**src/lcds_map.vh**
```
`ifndef LCDS_MAP_VH
`define LCDS_MAP_VH
// register byte offsets
`define LCDS_OFS_SUPPLY 8'h00
`define LCDS_OFS_CTL0 8'h04
`define LCDS_OFS_CTL1 8'h08
`define LCDS_OFS_BLINK 8'h0c
`define LCDS_OFS_PEN0 8'h10
`define LCDS_OFS_BPEN0 8'h20
`define LCDS_OFS_STATUS 8'h30
`define LCDS_OFS_WF0 8'h80
// supply control fields
`define LCDS_SUP_PUMP_ON 7
`define LCDS_SUP_ADJ_HI 5
`define LCDS_SUP_ADJ_LO 4
`define LCDS_SUP_SEL_HI 1
`define LCDS_SUP_SEL_LO 0
`define LCDS_SUPPLY_TOP 2'h3
// control zero fields
`define LCDS_C0_ENABLE 7
`define LCDS_C0_SOURCE 6
`define LCDS_C0_DIV_HI 5
`define LCDS_C0_DIV_LO 3
`define LCDS_C0_DUTY_HI 2
`define LCDS_C0_DUTY_LO 0
`define LCDS_DUTY_EIGHTH 3'h7
// control one fields
`define LCDS_C1_IRQ_EN 7
`define LCDS_C1_WAIT_RUN 1
`define LCDS_C1_STOP_RUN 0
// blink control fields
`define LCDS_BL_ON 7
`define LCDS_BL_PLANE2 6
`define LCDS_BL_BLANK 5
`define LCDS_BL_STYLE 3
`define LCDS_BL_RATE_HI 2
`define LCDS_BL_RATE_LO 0
// reset values
`define LCDS_RST_BYTE 8'h00
// timing: crystal rate, display clocks per phase per divider step, blink shift
`define LCDS_XTAL_HZ 32768
`define LCDS_PHASE_BASE 16'h0017
`define LCDS_BLINK_SHIFT 5'h0b
`endif

```
**src/lcds_top.v**
```verilog
`timescale 1ns/1ps
`default_nettype none
`include "lcds_map.vh"
module lcds_top #(
    parameter [15:0] PHASE_BASE = `LCDS_PHASE_BASE,
    parameter [4:0] BLINK_SHIFT = `LCDS_BLINK_SHIFT
) (
    input wire clk,
    input wire sys_rst,
    input wire clk_en,
    input wire psel,
    input wire penable,
    input wire pwrite,
    input wire [7:0] paddr,
    input wire [31:0] pwdata,
    output reg [31:0] prdata,
    output reg pready,
    output reg pslverr,
    input wire wait_mode,
    input wire stop_mode,
    input wire crystal_oscillator_output,
    input wire alt_clock_ref,
    output reg charge_pump_on,
    output reg [1:0] pump_clock_adjust,
    output reg use_top_level_display_supply,
    output reg [31:0] seg_level,
    output reg [31:0] seg_oe,
    output reg [31:0] seg_is_backplane,
    output reg frame_irq
);
    localparam ST_IDLE = 2'b00;
    localparam ST_SCAN = 2'b01;
    localparam ST_COMMIT = 2'b10;

    reg [7:0] display_supply_control;
    reg [7:0] display_control_zero;
    reg [7:0] display_control_one;
    reg [7:0] blink_control;
    reg [7:0] pin_enable [0:3];
    reg [7:0] backplane_enable [0:3];
    reg frame_flag;

    wire [31:0] pin_enable_all;
    wire [31:0] backplane_all;

    genvar g;
    generate
        for (g = 0; g < 4; g = g + 1) begin : g_flat
            assign pin_enable_all[8*g+:8] = pin_enable[g];
            assign backplane_all[8*g+:8] = backplane_enable[g];
        end
    endgenerate

    // register decode, used by both read and write paths
    function [3:0] reg_sel;
        input [7:0] a;
        begin
            if (a[7]) begin
                reg_sel = 4'hf;
            end else begin
                case (a)
                    `LCDS_OFS_SUPPLY: reg_sel = 4'h1;
                    `LCDS_OFS_CTL0: reg_sel = 4'h2;
                    `LCDS_OFS_CTL1: reg_sel = 4'h3;
                    `LCDS_OFS_BLINK: reg_sel = 4'h4;
                    `LCDS_OFS_STATUS: reg_sel = 4'h5;
                    default: begin
                        if (a[7:4] == 4'h1 && a[1:0] == 2'h0) begin
                            reg_sel = 4'h6;
                        end else if (a[7:4] == 4'h2 && a[1:0] == 2'h0) begin
                            reg_sel = 4'h7;
                        end else begin
                            reg_sel = 4'h0;
                        end
                    end
                endcase
            end
        end
    endfunction

    wire [3:0] sel = reg_sel(paddr);
    wire wf_hit = paddr[7] && (paddr[1:0] == 2'h0);
    wire wr_fire = psel && penable && pready && pwrite;
    wire [7:0] wf_bus_data;
    wire [7:0] wf_scan_data;
    reg [5:0] scan_idx;

    lcds_wf_mem #(
        .WIDTH(8),
        .DEPTH(32),
        .AW(5)
    ) u_wf (
        .clk(clk),
        .clk_en(clk_en),
        .wr_en(wr_fire && wf_hit),
        .wr_addr(paddr[6:2]),
        .wr_data(pwdata[7:0]),
        .rd_addr_a(paddr[6:2]),
        .rd_data_a(wf_bus_data),
        .rd_addr_b(scan_idx[4:0]),
        .rd_data_b(wf_scan_data)
    );

    // one wait state: the memory word read at setup is ready for the access edge
    always @(posedge clk) begin
        if (sys_rst) begin
            pready <= 1'b0;
            pslverr <= 1'b0;
            prdata <= 32'h0;
        end else if (clk_en) begin
            pready <= psel && penable && !pready;
            if (psel && penable && !pready) begin
                // an unaligned waveform offset is a hole like any other: refused, read 0, write dropped
                pslverr <= (sel == 4'h0) || (sel == 4'hf && !wf_hit);
                case (sel)
                    4'h1: prdata <= {24'h0, display_supply_control};
                    4'h2: prdata <= {24'h0, display_control_zero};
                    4'h3: prdata <= {24'h0, display_control_one};
                    4'h4: prdata <= {24'h0, blink_control};
                    4'h5: prdata <= {31'h0, frame_flag};
                    4'h6: prdata <= {24'h0, pin_enable[paddr[3:2]]};
                    4'h7: prdata <= {24'h0, backplane_enable[paddr[3:2]]};
                    4'hf: prdata <= wf_hit ? {24'h0, wf_bus_data} : 32'h0;
                    default: prdata <= 32'h0;
                endcase
            end
        end
    end

    integer i;
    always @(posedge clk) begin
        if (sys_rst) begin
            display_supply_control <= `LCDS_RST_BYTE;
            display_control_zero <= `LCDS_RST_BYTE;
            display_control_one <= `LCDS_RST_BYTE;
            blink_control <= `LCDS_RST_BYTE;
            for (i = 0; i < 4; i = i + 1) begin
                pin_enable[i] <= `LCDS_RST_BYTE;
                backplane_enable[i] <= `LCDS_RST_BYTE;
            end
        end else if (clk_en && wr_fire) begin
            // all fields stay writable while running; software orders enable last
            case (sel)
                4'h1: display_supply_control <= pwdata[7:0];
                4'h2: display_control_zero <= pwdata[7:0];
                4'h3: display_control_one <= pwdata[7:0];
                4'h4: blink_control <= pwdata[7:0];
                4'h6: pin_enable[paddr[3:2]] <= pwdata[7:0];
                4'h7: backplane_enable[paddr[3:2]] <= pwdata[7:0];
                default: begin
                end
            endcase
        end
    end

    // supply and pump selections go straight out to the analog side
    always @(posedge clk) begin
        if (sys_rst) begin
            charge_pump_on <= 1'b0;
            pump_clock_adjust <= 2'h0;
            use_top_level_display_supply <= 1'b0;
        end else if (clk_en) begin
            charge_pump_on <= display_supply_control[`LCDS_SUP_PUMP_ON];
            pump_clock_adjust <= display_supply_control[`LCDS_SUP_ADJ_HI:`LCDS_SUP_ADJ_LO];
            use_top_level_display_supply <=
                (display_supply_control[`LCDS_SUP_SEL_HI:`LCDS_SUP_SEL_LO] == `LCDS_SUPPLY_TOP);
        end
    end

    // both clock sources are foreign: two flops, then a third for the edge
    reg [2:0] xtal_sync;
    reg [2:0] alt_sync;
    always @(posedge clk) begin
        if (sys_rst) begin
            xtal_sync <= 3'h0;
            alt_sync <= 3'h0;
        end else if (clk_en) begin
            xtal_sync <= {xtal_sync[1:0], crystal_oscillator_output};
            alt_sync <= {alt_sync[1:0], alt_clock_ref};
        end
    end
    wire xtal_rise = xtal_sync[1] && !xtal_sync[2];
    wire alt_rise = alt_sync[1] && !alt_sync[2];
    wire disp_tick = display_control_zero[`LCDS_C0_SOURCE] ? alt_rise : xtal_rise;

    wire [2:0] divider = display_control_zero[`LCDS_C0_DIV_HI:`LCDS_C0_DIV_LO];
    wire [2:0] duty = display_control_zero[`LCDS_C0_DUTY_HI:`LCDS_C0_DUTY_LO];
    wire [15:0] phase_len = PHASE_BASE * {13'h0, divider} + PHASE_BASE;
    wire running = display_control_zero[`LCDS_C0_ENABLE]
        && !(wait_mode && !display_control_one[`LCDS_C1_WAIT_RUN])
        && !(stop_mode && !display_control_one[`LCDS_C1_STOP_RUN]);

    reg was_running;
    reg [15:0] phase_timer;
    reg [2:0] phase;
    reg [1:0] state;
    wire phase_end = disp_tick && (phase_timer == phase_len - 16'h1);
    wire [2:0] next_phase = (phase == duty) ? 3'h0 : phase + 3'h1;
    wire start = running && !was_running;

    // blink half-period is 2^(rate+shift) display clocks; rate 010 gives 2 Hz
    reg [18:0] blink_cnt;
    reg blink_off_half;
    wire blink_on = blink_control[`LCDS_BL_ON];
    wire [4:0] blink_exp = {2'h0, blink_control[`LCDS_BL_RATE_HI:`LCDS_BL_RATE_LO]} + BLINK_SHIFT;
    wire [18:0] blink_half = 19'h1 << blink_exp;
    always @(posedge clk) begin
        if (sys_rst) begin
            blink_cnt <= 19'h0;
            blink_off_half <= 1'b0;
        end else if (clk_en) begin
            if (!blink_on || !running) begin
                blink_cnt <= 19'h0;
                blink_off_half <= 1'b0;
            end else if (disp_tick) begin
                if (blink_cnt >= blink_half - 19'h1) begin
                    blink_cnt <= 19'h0;
                    blink_off_half <= !blink_off_half;
                end else begin
                    blink_cnt <= blink_cnt + 19'h1;
                end
            end
        end
    end

    wire blink_style_alt = blink_control[`LCDS_BL_STYLE];
    wire blank_now = blink_control[`LCDS_BL_BLANK]
        || (blink_off_half && !blink_style_alt);
    // the second plane lives in the upper nibble, so it only exists up to four phases
    wire plane_two = (blink_control[`LCDS_BL_PLANE2] ^ (blink_off_half && blink_style_alt))
        && (duty < 3'h4);
    wire [2:0] bit_sel = plane_two ? phase + 3'h4 : phase;
    wire scan_bit = wf_scan_data[bit_sel];

    reg [31:0] pending;
    reg [31:0] image;
    always @* begin
        image = pending;
        image[31] = scan_bit;
    end

    // phase sequencer: each phase start rescans all 32 waveform bytes
    always @(posedge clk) begin
        if (sys_rst) begin
            was_running <= 1'b0;
            phase_timer <= 16'h0;
            phase <= 3'h0;
            state <= ST_IDLE;
            scan_idx <= 6'h0;
            pending <= 32'h0;
            seg_level <= 32'h0;
            seg_oe <= 32'h0;
            seg_is_backplane <= 32'h0;
        end else if (clk_en) begin
            was_running <= running;
            if (!running) begin
                phase_timer <= 16'h0;
                phase <= 3'h0;
                state <= ST_IDLE;
                scan_idx <= 6'h0;
                seg_level <= 32'h0;
                seg_oe <= 32'h0;
            end else begin
                if (start) begin
                    phase_timer <= 16'h0;
                    phase <= 3'h0;
                end else if (phase_end) begin
                    phase_timer <= 16'h0;
                    phase <= next_phase;
                end else if (disp_tick) begin
                    phase_timer <= phase_timer + 16'h1;
                end
                case (state)
                    ST_IDLE: begin
                        if (start || phase_end) begin
                            state <= ST_SCAN;
                            scan_idx <= 6'h0;
                        end
                    end
                    ST_SCAN: begin
                        if (scan_idx != 6'h0) begin
                            pending[scan_idx[4:0] - 5'h1] <= scan_bit;
                        end
                        if (scan_idx == 6'h1f) begin
                            state <= ST_COMMIT;
                        end else begin
                            scan_idx <= scan_idx + 6'h1;
                        end
                    end
                    ST_COMMIT: begin
                        // blanking hits frontplanes only so backplanes keep cycling
                        seg_level <= image & (backplane_all | {32{!blank_now}}) & pin_enable_all;
                        seg_oe <= pin_enable_all;
                        seg_is_backplane <= backplane_all & pin_enable_all;
                        state <= ST_IDLE;
                        scan_idx <= 6'h0;
                    end
                    default: state <= ST_IDLE;
                endcase
            end
        end
    end

    // frame flag: set on each phase-zero start, write one to clear, set wins
    wire frame_start = running && (start || (phase_end && next_phase == 3'h0));
    wire flag_clr = wr_fire && (sel == 4'h5) && pwdata[0];
    always @(posedge clk) begin
        if (sys_rst) begin
            frame_flag <= 1'b0;
            frame_irq <= 1'b0;
        end else if (clk_en) begin
            if (frame_start) begin
                frame_flag <= 1'b1;
            end else if (flag_clr) begin
                frame_flag <= 1'b0;
            end
            frame_irq <= (frame_flag || frame_start) && !(flag_clr && !frame_start)
                && display_control_one[`LCDS_C1_IRQ_EN];
        end
    end
endmodule // lcds_top
`default_nettype wire

```
**src/lcds_wf_mem.v**
```verilog
`timescale 1ns/1ps
`default_nettype none
module lcds_wf_mem #(
    parameter WIDTH = 8,
    parameter DEPTH = 32,
    parameter AW = 5
) (
    input wire clk,
    input wire clk_en,
    input wire wr_en,
    input wire [AW-1:0] wr_addr,
    input wire [WIDTH-1:0] wr_data,
    input wire [AW-1:0] rd_addr_a,
    output reg [WIDTH-1:0] rd_data_a,
    input wire [AW-1:0] rd_addr_b,
    output reg [WIDTH-1:0] rd_data_b
);
    reg [WIDTH-1:0] mem [0:DEPTH-1];

    // no reset on the array: contents are undefined until software writes them
    always @(posedge clk) begin
        if (clk_en) begin
            if (wr_en) begin
                mem[wr_addr] <= wr_data;
            end
            rd_data_a <= mem[rd_addr_a];
            rd_data_b <= mem[rd_addr_b];
        end
    end
endmodule // lcds_wf_mem
`default_nettype wire

```
**config.mk**
```make
export PLATFORM = sky130hd
export DESIGN_NAME = lcds_top
export DESIGN_NICKNAME = d
export VERILOG_FILES = /design/src/lcds_top.v /design/src/lcds_wf_mem.v
export VERILOG_INCLUDE_DIRS = /design/src /design/src/src
export SDC_FILE = /design/constraint.sdc
export NUM_CORES = 1
export LEC_CHECK = 0
export BUFFER_PORTS_ARGS = -buffer_cell sky130_fd_sc_hd__buf_2
export CAP_MARGIN = 20
export CORE_UTILIZATION = 56
export CTS_CLUSTER_DIAMETER = 50
export DETAILED_ROUTE_END_ITERATION = 16
export PLACE_DENSITY_LB_ADDON = 0.2
export SLEW_MARGIN = 20
export SYNTH_ARGS = -nofsm -noshare
export SYNTH_HDL_FRONTEND = slang
export SYNTH_SLANG_ARGS = --single-unit
export TNS_END_PERCENT = 50
```
**constraint.sdc**
```tcl
create_clock -name clk -period 6.1 [get_ports clk]
set_input_delay 0.915 -clock clk [delete_from_list [all_inputs] [get_ports clk]]
set_output_delay 0.915 -clock clk [all_outputs]
set_load 0.02 [all_outputs]
```
# Word level (Yosys, flattened, before mapping)
# Memory sizes are Yosys's and may differ from the RTL's. A register that Yosys moved wholly into a read port is not among the register bits.
# Index checks and enable logic that the tools add are counted.
# classes
bitwise	5
n_shift	1
n_lt_le_gt_ge	5
addsub	10
n_mux	60
mul	1
reduce_logical	77
n_eq_ne	27
div	0
# op_table
operator	count
$mux W32	4
$and A32 B32 Y32	3
$mux W16	4
$pmux W8 S8	1
$mux W19	3
$bwmux W32	1
$or A32 B32 Y32	1
$logic_and A1 B1 Y1	29
$mux W8	3
$mux W1	23
$mux W3	7
$reduce_and A2 Y1	10
$add A19 B1 Y19 const B	1
$ge A19 B19 Y1	1
$shl A1 B5 Y19 const A	1
$sub A19 B1 Y19 const B	1
$mux W6	3
$pmux W6 S3	1
$add A16 B1 Y16 const B	1
$eq A16 B16 Y1	1
$eq A4 B3 Y1 const B	4
$eq A8 B4 Y1 const B	2
$logic_not A1 Y1	16
$reduce_or A8 Y1	2
other kinds (42)	63
# totals
in_bits	50
mem_bits_ro	0
mem_count	3
ramBits	320
word_cells	214
register_bits	254
latch_bits	0
# mem_list
name	depth	word_bits	rd	rd_clocked_by_memory_dff	wr	line	rtl
u_wf.mem	32	8	2	2	1	lcds_wf_mem.v:18	reg [WIDTH-1:0] mem [0:DEPTH-1];
backplane_enable	4	8	5	0	4	lcds_top.v:40	reg [7:0] backplane_enable [0:3];
pin_enable	4	8	5	0	4	lcds_top.v:39	reg [7:0] pin_enable [0:3];

# Longest topological paths before layout
# Gate-level depths: netlist of run 1.
# logic_depth
depth_word	13
ltp_mapped	23
ltp_nobuf	18

# Cells and area by module
# From an unflattened synthesis of run 1, not the netlist that was laid out.
# hier_totals
cells_unflattened	2083
area_unflattened_um2	26146.3
# by_module_without_submodules
mod	area_per_inst_um2	n_inst	cells_per_inst
lcds_top	13761.9	1	1550
lcds_wf_mem	12384.4	1	533

# Worst setup path before layout of run 1
# No wires, ideal clock.
# synth_path
kind	reg-to-reg
startpoint	register blink_control[0]
endpoint	register blink_cnt[10]
setup_time_ns	0.078
period_less_slack_ns	4.399
t_arrival_ns	4.321
required_ns	6.022
stages_incl_launch_ff	22
path_slack_ns	1.701
cell_sequence	dfxtp_1 clkbuf_1 or2_2 buf_2 ha_1 nor3b_1 nand2_1 ha_1 clkbuf_1 buf_1 o41a_1 a41oi_1 ha_1 and2_1 a41oi_1 o21ai_0 a311oi_1 o22ai_1 o21ba_2 buf_2 buf_2 nor3_1
# synth_between
elab_chain_len	7
# synth_lines
item	line	rtl
start, declared	lcds_top.v:38	reg [7:0] blink_control;
start signal, assigned	lcds_top.v:136	blink_control <= `LCDS_RST_BYTE;
start signal, assigned	lcds_top.v:147	4'h4: blink_control <= pwdata[7:0];
$add A3 B4 Y5	lcds_top.v:205	wire [4:0] blink_exp = {2'h0, blink_control[`LCDS_BL_RATE_HI:`LCDS_BL_RATE_LO]} + BLINK_SHIFT;
$shl A1 B5 Y19	lcds_top.v:206	wire [18:0] blink_half = 19'h1 << blink_exp;
$sub A19 B1 Y19	lcds_top.v:216	if (blink_cnt >= blink_half - 19'h1) begin
$ge A19 B19 Y1	lcds_top.v:216	
$mux W19	lcds_top.v:216	
$mux W19	lcds_top.v:215	end else if (disp_tick) begin
$mux W19	lcds_top.v:212	if (!blink_on || !running) begin
end signal, assigned	lcds_top.v:220	blink_cnt <= blink_cnt + 19'h1;
end, declared	lcds_top.v:202	reg [18:0] blink_cnt;
# Every way passes these cells. The select of a mux whose other input is x is not followed.
# A chain may end at the register's enable or synchronous reset.

# Worst setup path after layout of run 1
# layout_path
startpoint	register blink_control[0]
endpoint	register blink_off_half
# layout_between
elab_chain_len	6
# layout_lines
item	line	rtl
$add A3 B4 Y5	lcds_top.v:205	
$shl A1 B5 Y19	lcds_top.v:206	
$sub A19 B1 Y19	lcds_top.v:216	
$ge A19 B19 Y1	lcds_top.v:216	
$reduce_bool A2 Y1 (no source line)	-	
$reduce_and A3 Y1 (no source line)	-	
end signal, assigned	lcds_top.v:218	blink_off_half <= !blink_off_half;
end, declared	lcds_top.v:203	reg blink_off_half;
# Every way passes these cells.

==> run summary, run 1 <==
post-synthesis sequential area ratio -> 55.54%
maximum clock path buffer count -> 3
post-synthesis area per instance -> 12.52 um2
CP max FO -> 19
final setup violation count -> 0
CP most frequent cell -> ha_1
first-pass GRT wire length -> 104.4 mm
Leak -> 10.13 nW
antenna violations before repair -> 0
Final Wtd Congestion -> 0.9137
clock share of power -> 47.0%
n_diodes -> 0
worst min-delay path category -> register to register
Final Non-Filler Cells -> 2,839
core footprint -> 46,560 um2
top_reg_cell synth -> edfxtp_1
P per Cell Area -> 281.3 nW/um2
Int Pwr -> 0.006461 W
status -> finished clean
crit-path cells -> or2_2 -> ha_1 -> nor3b_1 -> nand2_1 -> ha_1 -> nor3b_1 -> o21ai_0 -> a21oi_1 -> a31oi_1 -> ha_1 -> nand3_1 -> nor3_1 -> o21ai_0 -> o22ai_1 -> o21ba_2 -> mux2i_1
Final WS setup -> 0.9448 ns
CTS tree -> yes
gr usage total -> 29.12%
H-Tree Depth -> 3
number of global-route vias before repair -> 17,318
final setup TNS -> 0 ns
critical path depth -> 16
Place WS -> 1.042 ns
WHS Path Cells -> 2
clk_skew -> 0.02404 ns
vias per cell -> 6.462
reg2reg end -> blink_off_half$_SDFFE_PP0P_
Area Overhead vs Synth -> 11.83%
Syn. warnings -> 0
critical path class -> register to register
CP startpoint kind -> register
Placed Area -> 27,370 um2
Synth Instances -> 2,111
post-route ant nets -> 0
Die W -> 219.2 um
starting density of the core -> 56.75%
Die Y -> 219.2 um
post-synth top area share -> 38.19%
Critical Path RT -> 6.63 ns
commonest non-fill, non-tap cell in the layout -> edfxtp_1
clock root buffer master -> clkbuf_16
P_sw -> 0.001850 W
worst slew pin tran -> 1.064 ns
Final min period -> 5.155 ns
CTS Hold Bufs -> 0
cell taking the most area after synthesis -> edfxtp_1
Slew headroom -> 28.98%
I/O pin cnt -> 185
post-CTS sizing -> 0
Critical Path AT -> 5.69 ns
register bit total from synthesis -> 565
Net Sw Frac -> 22.26%
WHS Endpoint -> seg_level[19]$_SDFFE_PP0P_
Final Hold Vio Count -> 0
clock sink count -> 565
most frequent cells in the layout -> 336 x edfxtp_1, 227 x dfxtp_1, 226 x nor2_1
Buffers on Ports -> 136
CTS buffer count -> 66
grt total ovfl -> 0
layout cells sized above 1 -> 21.24%
drt first pass iters -> 5
mapped cell area -> 26,420 um2
slowest CP cell -> nor3b_1
net count reported at finish -> 2,263
Synth area leaders -> edfxtp_1 38%, dfxtp_1 17%, mux4_2 15%
Post-synth EDFFs -> 336
VDD IR-drop max -> 0.2734 mV
Critical R2R Launch -> blink_control[0]$_SDFFE_PP0P_
Post-Route WL -> 69.22 mm
fin area -> 29,550 um2
Die Area -> 48,050 um2
DRC -> 0
FF-to-FF setup slack -> 0.94 ns
CP peak stage delay -> 0.56 ns
Buf+Inv Stages, Crit Path -> 0
# rows -> 79
Max Cap Viol -> 0
largest net degree at the start of global routing -> 93
sequential fraction of design power -> 49.2%
Combinational Power Share -> 3.8%
DP HPWL -> 45.72 mm
asr flop ratio synth -> 0%
total number of vias -> 18,345
RSZ-0062 raised after global routing -> no
fin. max-slew vios -> 0
period utilization -> 84.51%
Post-CTS Setup Inserts -> 0
Post-Place Cells -> 2,719
Routed WL per cell -> 24.38 um
HP Start -> seg_level[19]$_SDFFE_PP0P_
critical path's top delay family -> simple AND/OR/NAND/NOR gates
R2R cell count -> 16
clk_lat worst skew -> 0.61 ns
DRC violation total after the first TritonRoute iteration -> 2,147
Setup crit end kind -> register
Reg clk slew, reported paths -> 0.06 ns
f_max -> 194.0 MHz
Synth cell types -> 76
-- worst min-delay path, stage by stage (launching register included) --
cell and delay (ns):
dfxtp_1 0.30, nand2_1 0.05, a21oi_1 0.05
-- synthesized netlist by cell type, types with 6 or more instances --
cell type	number
and3_1	35
mux2_2	13
mux4_2	179
edfxtp_1	336
a22oi_1	58
xnor2_1	14
nand2b_1	7
nand3_1	66
o21ai_0	36
inv_1	28
a31oi_1	16
nand4_1	20
o2111ai_1	33
clkbuf_1	129
nor3_1	67
nand2_1	187
buf_2	8
or3_1	9
xor2_1	29
a21o_1	6
dfxtp_1	229
mux2i_1	44
nor2b_1	10
a32oi_1	9
buf_1	19
nor2_1	226
buf_4	24
and2_1	30
a21oi_1	111
nand3b_1	7
ha_1	33
-- per-stage QoR --
step,util (%),hold slack [ns],total power (W)
after floorplan,-,0.4312,0.004360
after global placement,58.80,0.4399,0.004474
after detailed placement,58.80,0.4416,0.004481
after CTS,63.46,0.4481,0.008356
after global routing,63.47,0.4698,0.008516
final,63.47,0.4469,0.008311
-- registers in the layout, summed over array words and instances, names as in the netlist, 16 cells and up --
register / flops
seg_oe: 32
backplane_enable: 32
seg_is_backplane: 32
phase_timer: 16
seg_level: 32
pending: 31
pin_enable: 32
u_wf.mem: 256
blink_cnt: 19
-- power groups by stage --
stage	combinational [W]	sequential (W)	clock, W
4_1_cts	0.000314	0.00409	0.00396
5_1_grt	0.000333	0.00409	0.00410
6_report	0.000315	0.00409	0.00391
3_5_place_dp	0.000312	0.00417	0
3_3_place_gp	0.000306	0.00417	0
2_1_floorplan	0.000207	0.00415	0
-- metal layers --
metal | share of wire [%] | GRT usage, % | up-vias
met4 | 3.2 | 10.44 | 0
li1 | - | - | 8143
met2 | 47 | 45.56 | 910
met1 | 41 | 41.06 | 9170
met3 | 8.4 | 5.114 | 122
met5 | 0 | 0 | -
-- final cells by class --
type,count,area [um2]
multi-input combinational,1359,10960
timing repair buffer,159,868.3
clock buffer,91,1869
tap,607,759.5
clock inverter,29,300.3
fill,3490,17010
sequential,565,14680
inverter,29,108.9
-- logic make-up after synthesis --
family / count (synthesis) / share of synthesized area [%]
other: 1 / 0.01419
AO/OA/AOI/OAI: 322 / 8.098
XOR/XNOR: 45 / 1.596
multiplexers: 237 / 17.53
AND/OR/NAND/NOR: 698 / 12.27
buffers and inverters: 210 / 3.391
flip-flops: 565 / 55.54
adder cells (fa/ha/maj): 33 / 1.563
-- how the worst max path moves through the flow --
stage,end,start,slack [ns]
after floorplan,blink_cnt[10]$_SDFFE_PP0P_,blink_control[0]$_SDFFE_PP0P_,1.70
after global routing,blink_off_half$_SDFFE_PP0P_,blink_control[1]$_SDFFE_PP0P_,0.52
after global placement,blink_off_half$_SDFFE_PP0P_,blink_control[0]$_SDFFE_PP0P_,1.24
after CTS,blink_off_half$_SDFFE_PP0P_,blink_control[1]$_SDFFE_PP0P_,1.01
after detailed placement,blink_off_half$_SDFFE_PP0P_,blink_control[1]$_SDFFE_PP0P_,1.04
final,blink_off_half$_SDFFE_PP0P_,blink_control[0]$_SDFFE_PP0P_,0.94
No activity file was read; power rests on OpenSTA's default activity.
==> run 2: changes to the inputs <==
- clock period: 6.1 -> 4.82 ns (I/O delays scaled with it)
==> run 2 against run 1 <==
- critical path depth is 2 higher
- register-to-register slack worse by 0.55 ns
- largest cell class unchanged
- sequential power is 26% higher
- clock skew is 0.0044 ns higher
- clock power is 20% higher
- largest power group unchanged
- hold slack worse by 0.089 ns
- combinational power is 30% higher
- wire length is 0.56% lower
==> run summary, run 2 (synthesized netlist as in run 1, its figures left out) <==
status -> finished clean
vias per cell -> 6.438
Fill cells -> 3,517
clock root buffer master -> clkbuf_16
CP most frequent cell -> a21oi_1
Worst Setup SP -> blink_control[0]$_SDFFE_PP0P_
I/O pin cnt -> 185
crit-path cells -> or2_2 -> ha_1 -> nor3b_1 -> buf_4 -> nand2_1 -> ha_1 -> a22o_1 -> a21oi_1 -> nor2_1 -> a21oi_1 -> ha_1 -> a21o_1 -> a21o_1 -> a21o_1 -> a21oi_1 -> o22ai_1 -> or4_1 -> a21oi_1
antenna violations before repair -> 1
Buffers on Ports -> 136
Critical R2R Launch -> blink_control[0]$_SDFFE_PP0P_
final setup TNS -> 0 ns
Max Cap Viol -> 0
Slew headroom -> 26.72%
grt total ovfl -> 0
Critical Path AT -> 4.95 ns
layout cells sized above 1 -> 21.98%
fin. max-slew vios -> 0
CTS Hold Bufs -> 0
first-pass GRT wire length -> 104.4 mm
post-route ant nets -> 0
Area Overhead vs Synth -> 11.85%
f_max -> 226.1 MHz
net count reported at finish -> 2,273
CTS tree -> yes
gr usage total -> 29.05%
Routed WL per cell -> 24.19 um
VDD IR-drop max -> 0.4803 mV
number of global-route vias before repair -> 17,214
most frequent cells in the layout -> 336 x edfxtp_1, 227 x dfxtp_1, 226 x nor2_1
Largest Register -> u_wf.mem
starting density of the core -> 56.75%
Post-CTS Setup Inserts -> 0
DRC -> 0
n_diodes -> 0
critical path class -> register to register
clk_lat worst skew -> 0.63 ns
Die Area -> 48,050 um2
slowest CP cell -> or4_1
max FFs per register -> 256
Final Hold Vio Count -> 0
Setup crit end kind -> register
commonest non-fill, non-tap cell in the layout -> edfxtp_1
Die W -> 219.2 um
post-CTS sizing -> 0
DRC violation total after the first TritonRoute iteration -> 2,106
period utilization -> 91.75%
# rows -> 79
Final min period -> 4.423 ns
total power -> 0.01027 W
Post-Route WL -> 68.83 mm
maximum clock path buffer count -> 3
CP max FO -> 19
DP HPWL -> 45.88 mm
clk_skew -> 0.02842 ns
CTS buffer count -> 60
largest net degree at the start of global routing -> 106
Die Y -> 219.2 um
final setup violation count -> 0
total number of vias -> 18,315
Final Wtd Congestion -> 0.9295
drt first pass iters -> 6
CP startpoint kind -> register
Reg clk slew, reported paths -> 0.06 ns
Leak -> 10.18 nW
worst slew pin tran -> 1.098 ns
Critical Path RT -> 5.35 ns
core footprint -> 46,560 um2
worst min-delay path category -> input pin to register
RSZ-0062 raised after global routing -> no
HP Start -> alt_clock_ref
H-Tree Depth -> 2
CP peak stage delay -> 0.50 ns
P per Cell Area -> 347.5 nW/um2
clock sink count -> 565
==> run 2: changes by cell type in the layout (fill, tap and decap cells not counted), moves of 2 or more <==
cell,change
o21ai_0,+3
clkinv_8,-2
clkinvlp_4,-2
buf_12,+2
clkbuf_1,-8
clkinv_1,-3
clkbuf_16,-8
inv_8,-2
buf_4,+14
clkinv_2,+9
bufinv_16,+3
o21ai_1,-3
==> run 2: layout make-up <==
class                      instances  area [um2]  area share (%)
clock buffer                      77        1658           5.610
multi-input combinational       1359       10970           37.13
timing repair buffer             175        1013           3.429
clock inverter                    33       362.8           1.228
inverter                          29       108.9          0.3683
sequential                       565       14680           49.67
tap                              607       759.5           2.570
==> run 2: critical path: cells and delay by family, from the launching register on <==
family / cells / cell delay, ns
AOI/OAI and AO/OA: 9 / 1.56
adders and majority gates: 3 / 1.10
buffers and inverters: 1 / 0.16
DFF: 1 / 0.30
and+or+nand+nor: 5 / 1.21
==> run 2: stage by stage <==
| step | hold slack (ns) | instance area [um2] | worst slack, ns | instances | utilization (%) |
|---|---|---|---|---|---|
| after detailed placement | 0.4430 | 27520 | 0.4223 | 2735 | 59.11 |
| after CTS | 0.3314 | 29540 | 0.4141 | 2845 | 63.45 |
| after floorplan | 0.4312 | 26510 | 0.4212 | 2134 | - |
| after global placement | 0.4364 | 27520 | 0.5148 | 2735 | 59.11 |
| final | 0.3575 | 29550 | 0.3974 | 2845 | 63.48 |
| after global routing | 0.3723 | 29550 | 0.02384 | 2845 | 63.48 |
==> run 2: worst paths after layout <==
kind	endpoint	slack (ns)	depth (start not counted)
worst max-delay path	blink_cnt[1]$_SDFFE_PP0P_	0.40	18
worst min-delay path	alt_sync[0]$_SDFFE_PP0P_	0.36	3
worst max register to register	blink_cnt[1]$_SDFFE_PP0P_	0.40	18
worst min register to register	seg_level[16]$_SDFFE_PP0P_	0.45	2
==> run 2: power by group <==
group	leakage (nW)	total [W]	switching (W)	internal [W]
logic	4.20	0.000408	0.000279	0.000130
registers	4.97	0.00517	0.0000371	0.00514
clock network	1.01	0.00469	0.00193	0.00276
total	10.2	0.0103	0.00225	0.00802
==> run 2: per-layer routing <==
metal	share of wire (%)	global-route usage, %
met4	2.8	9.606
met3	8.7	4.768
met1	41	40.91
met2	47	46.16
met5	0	0
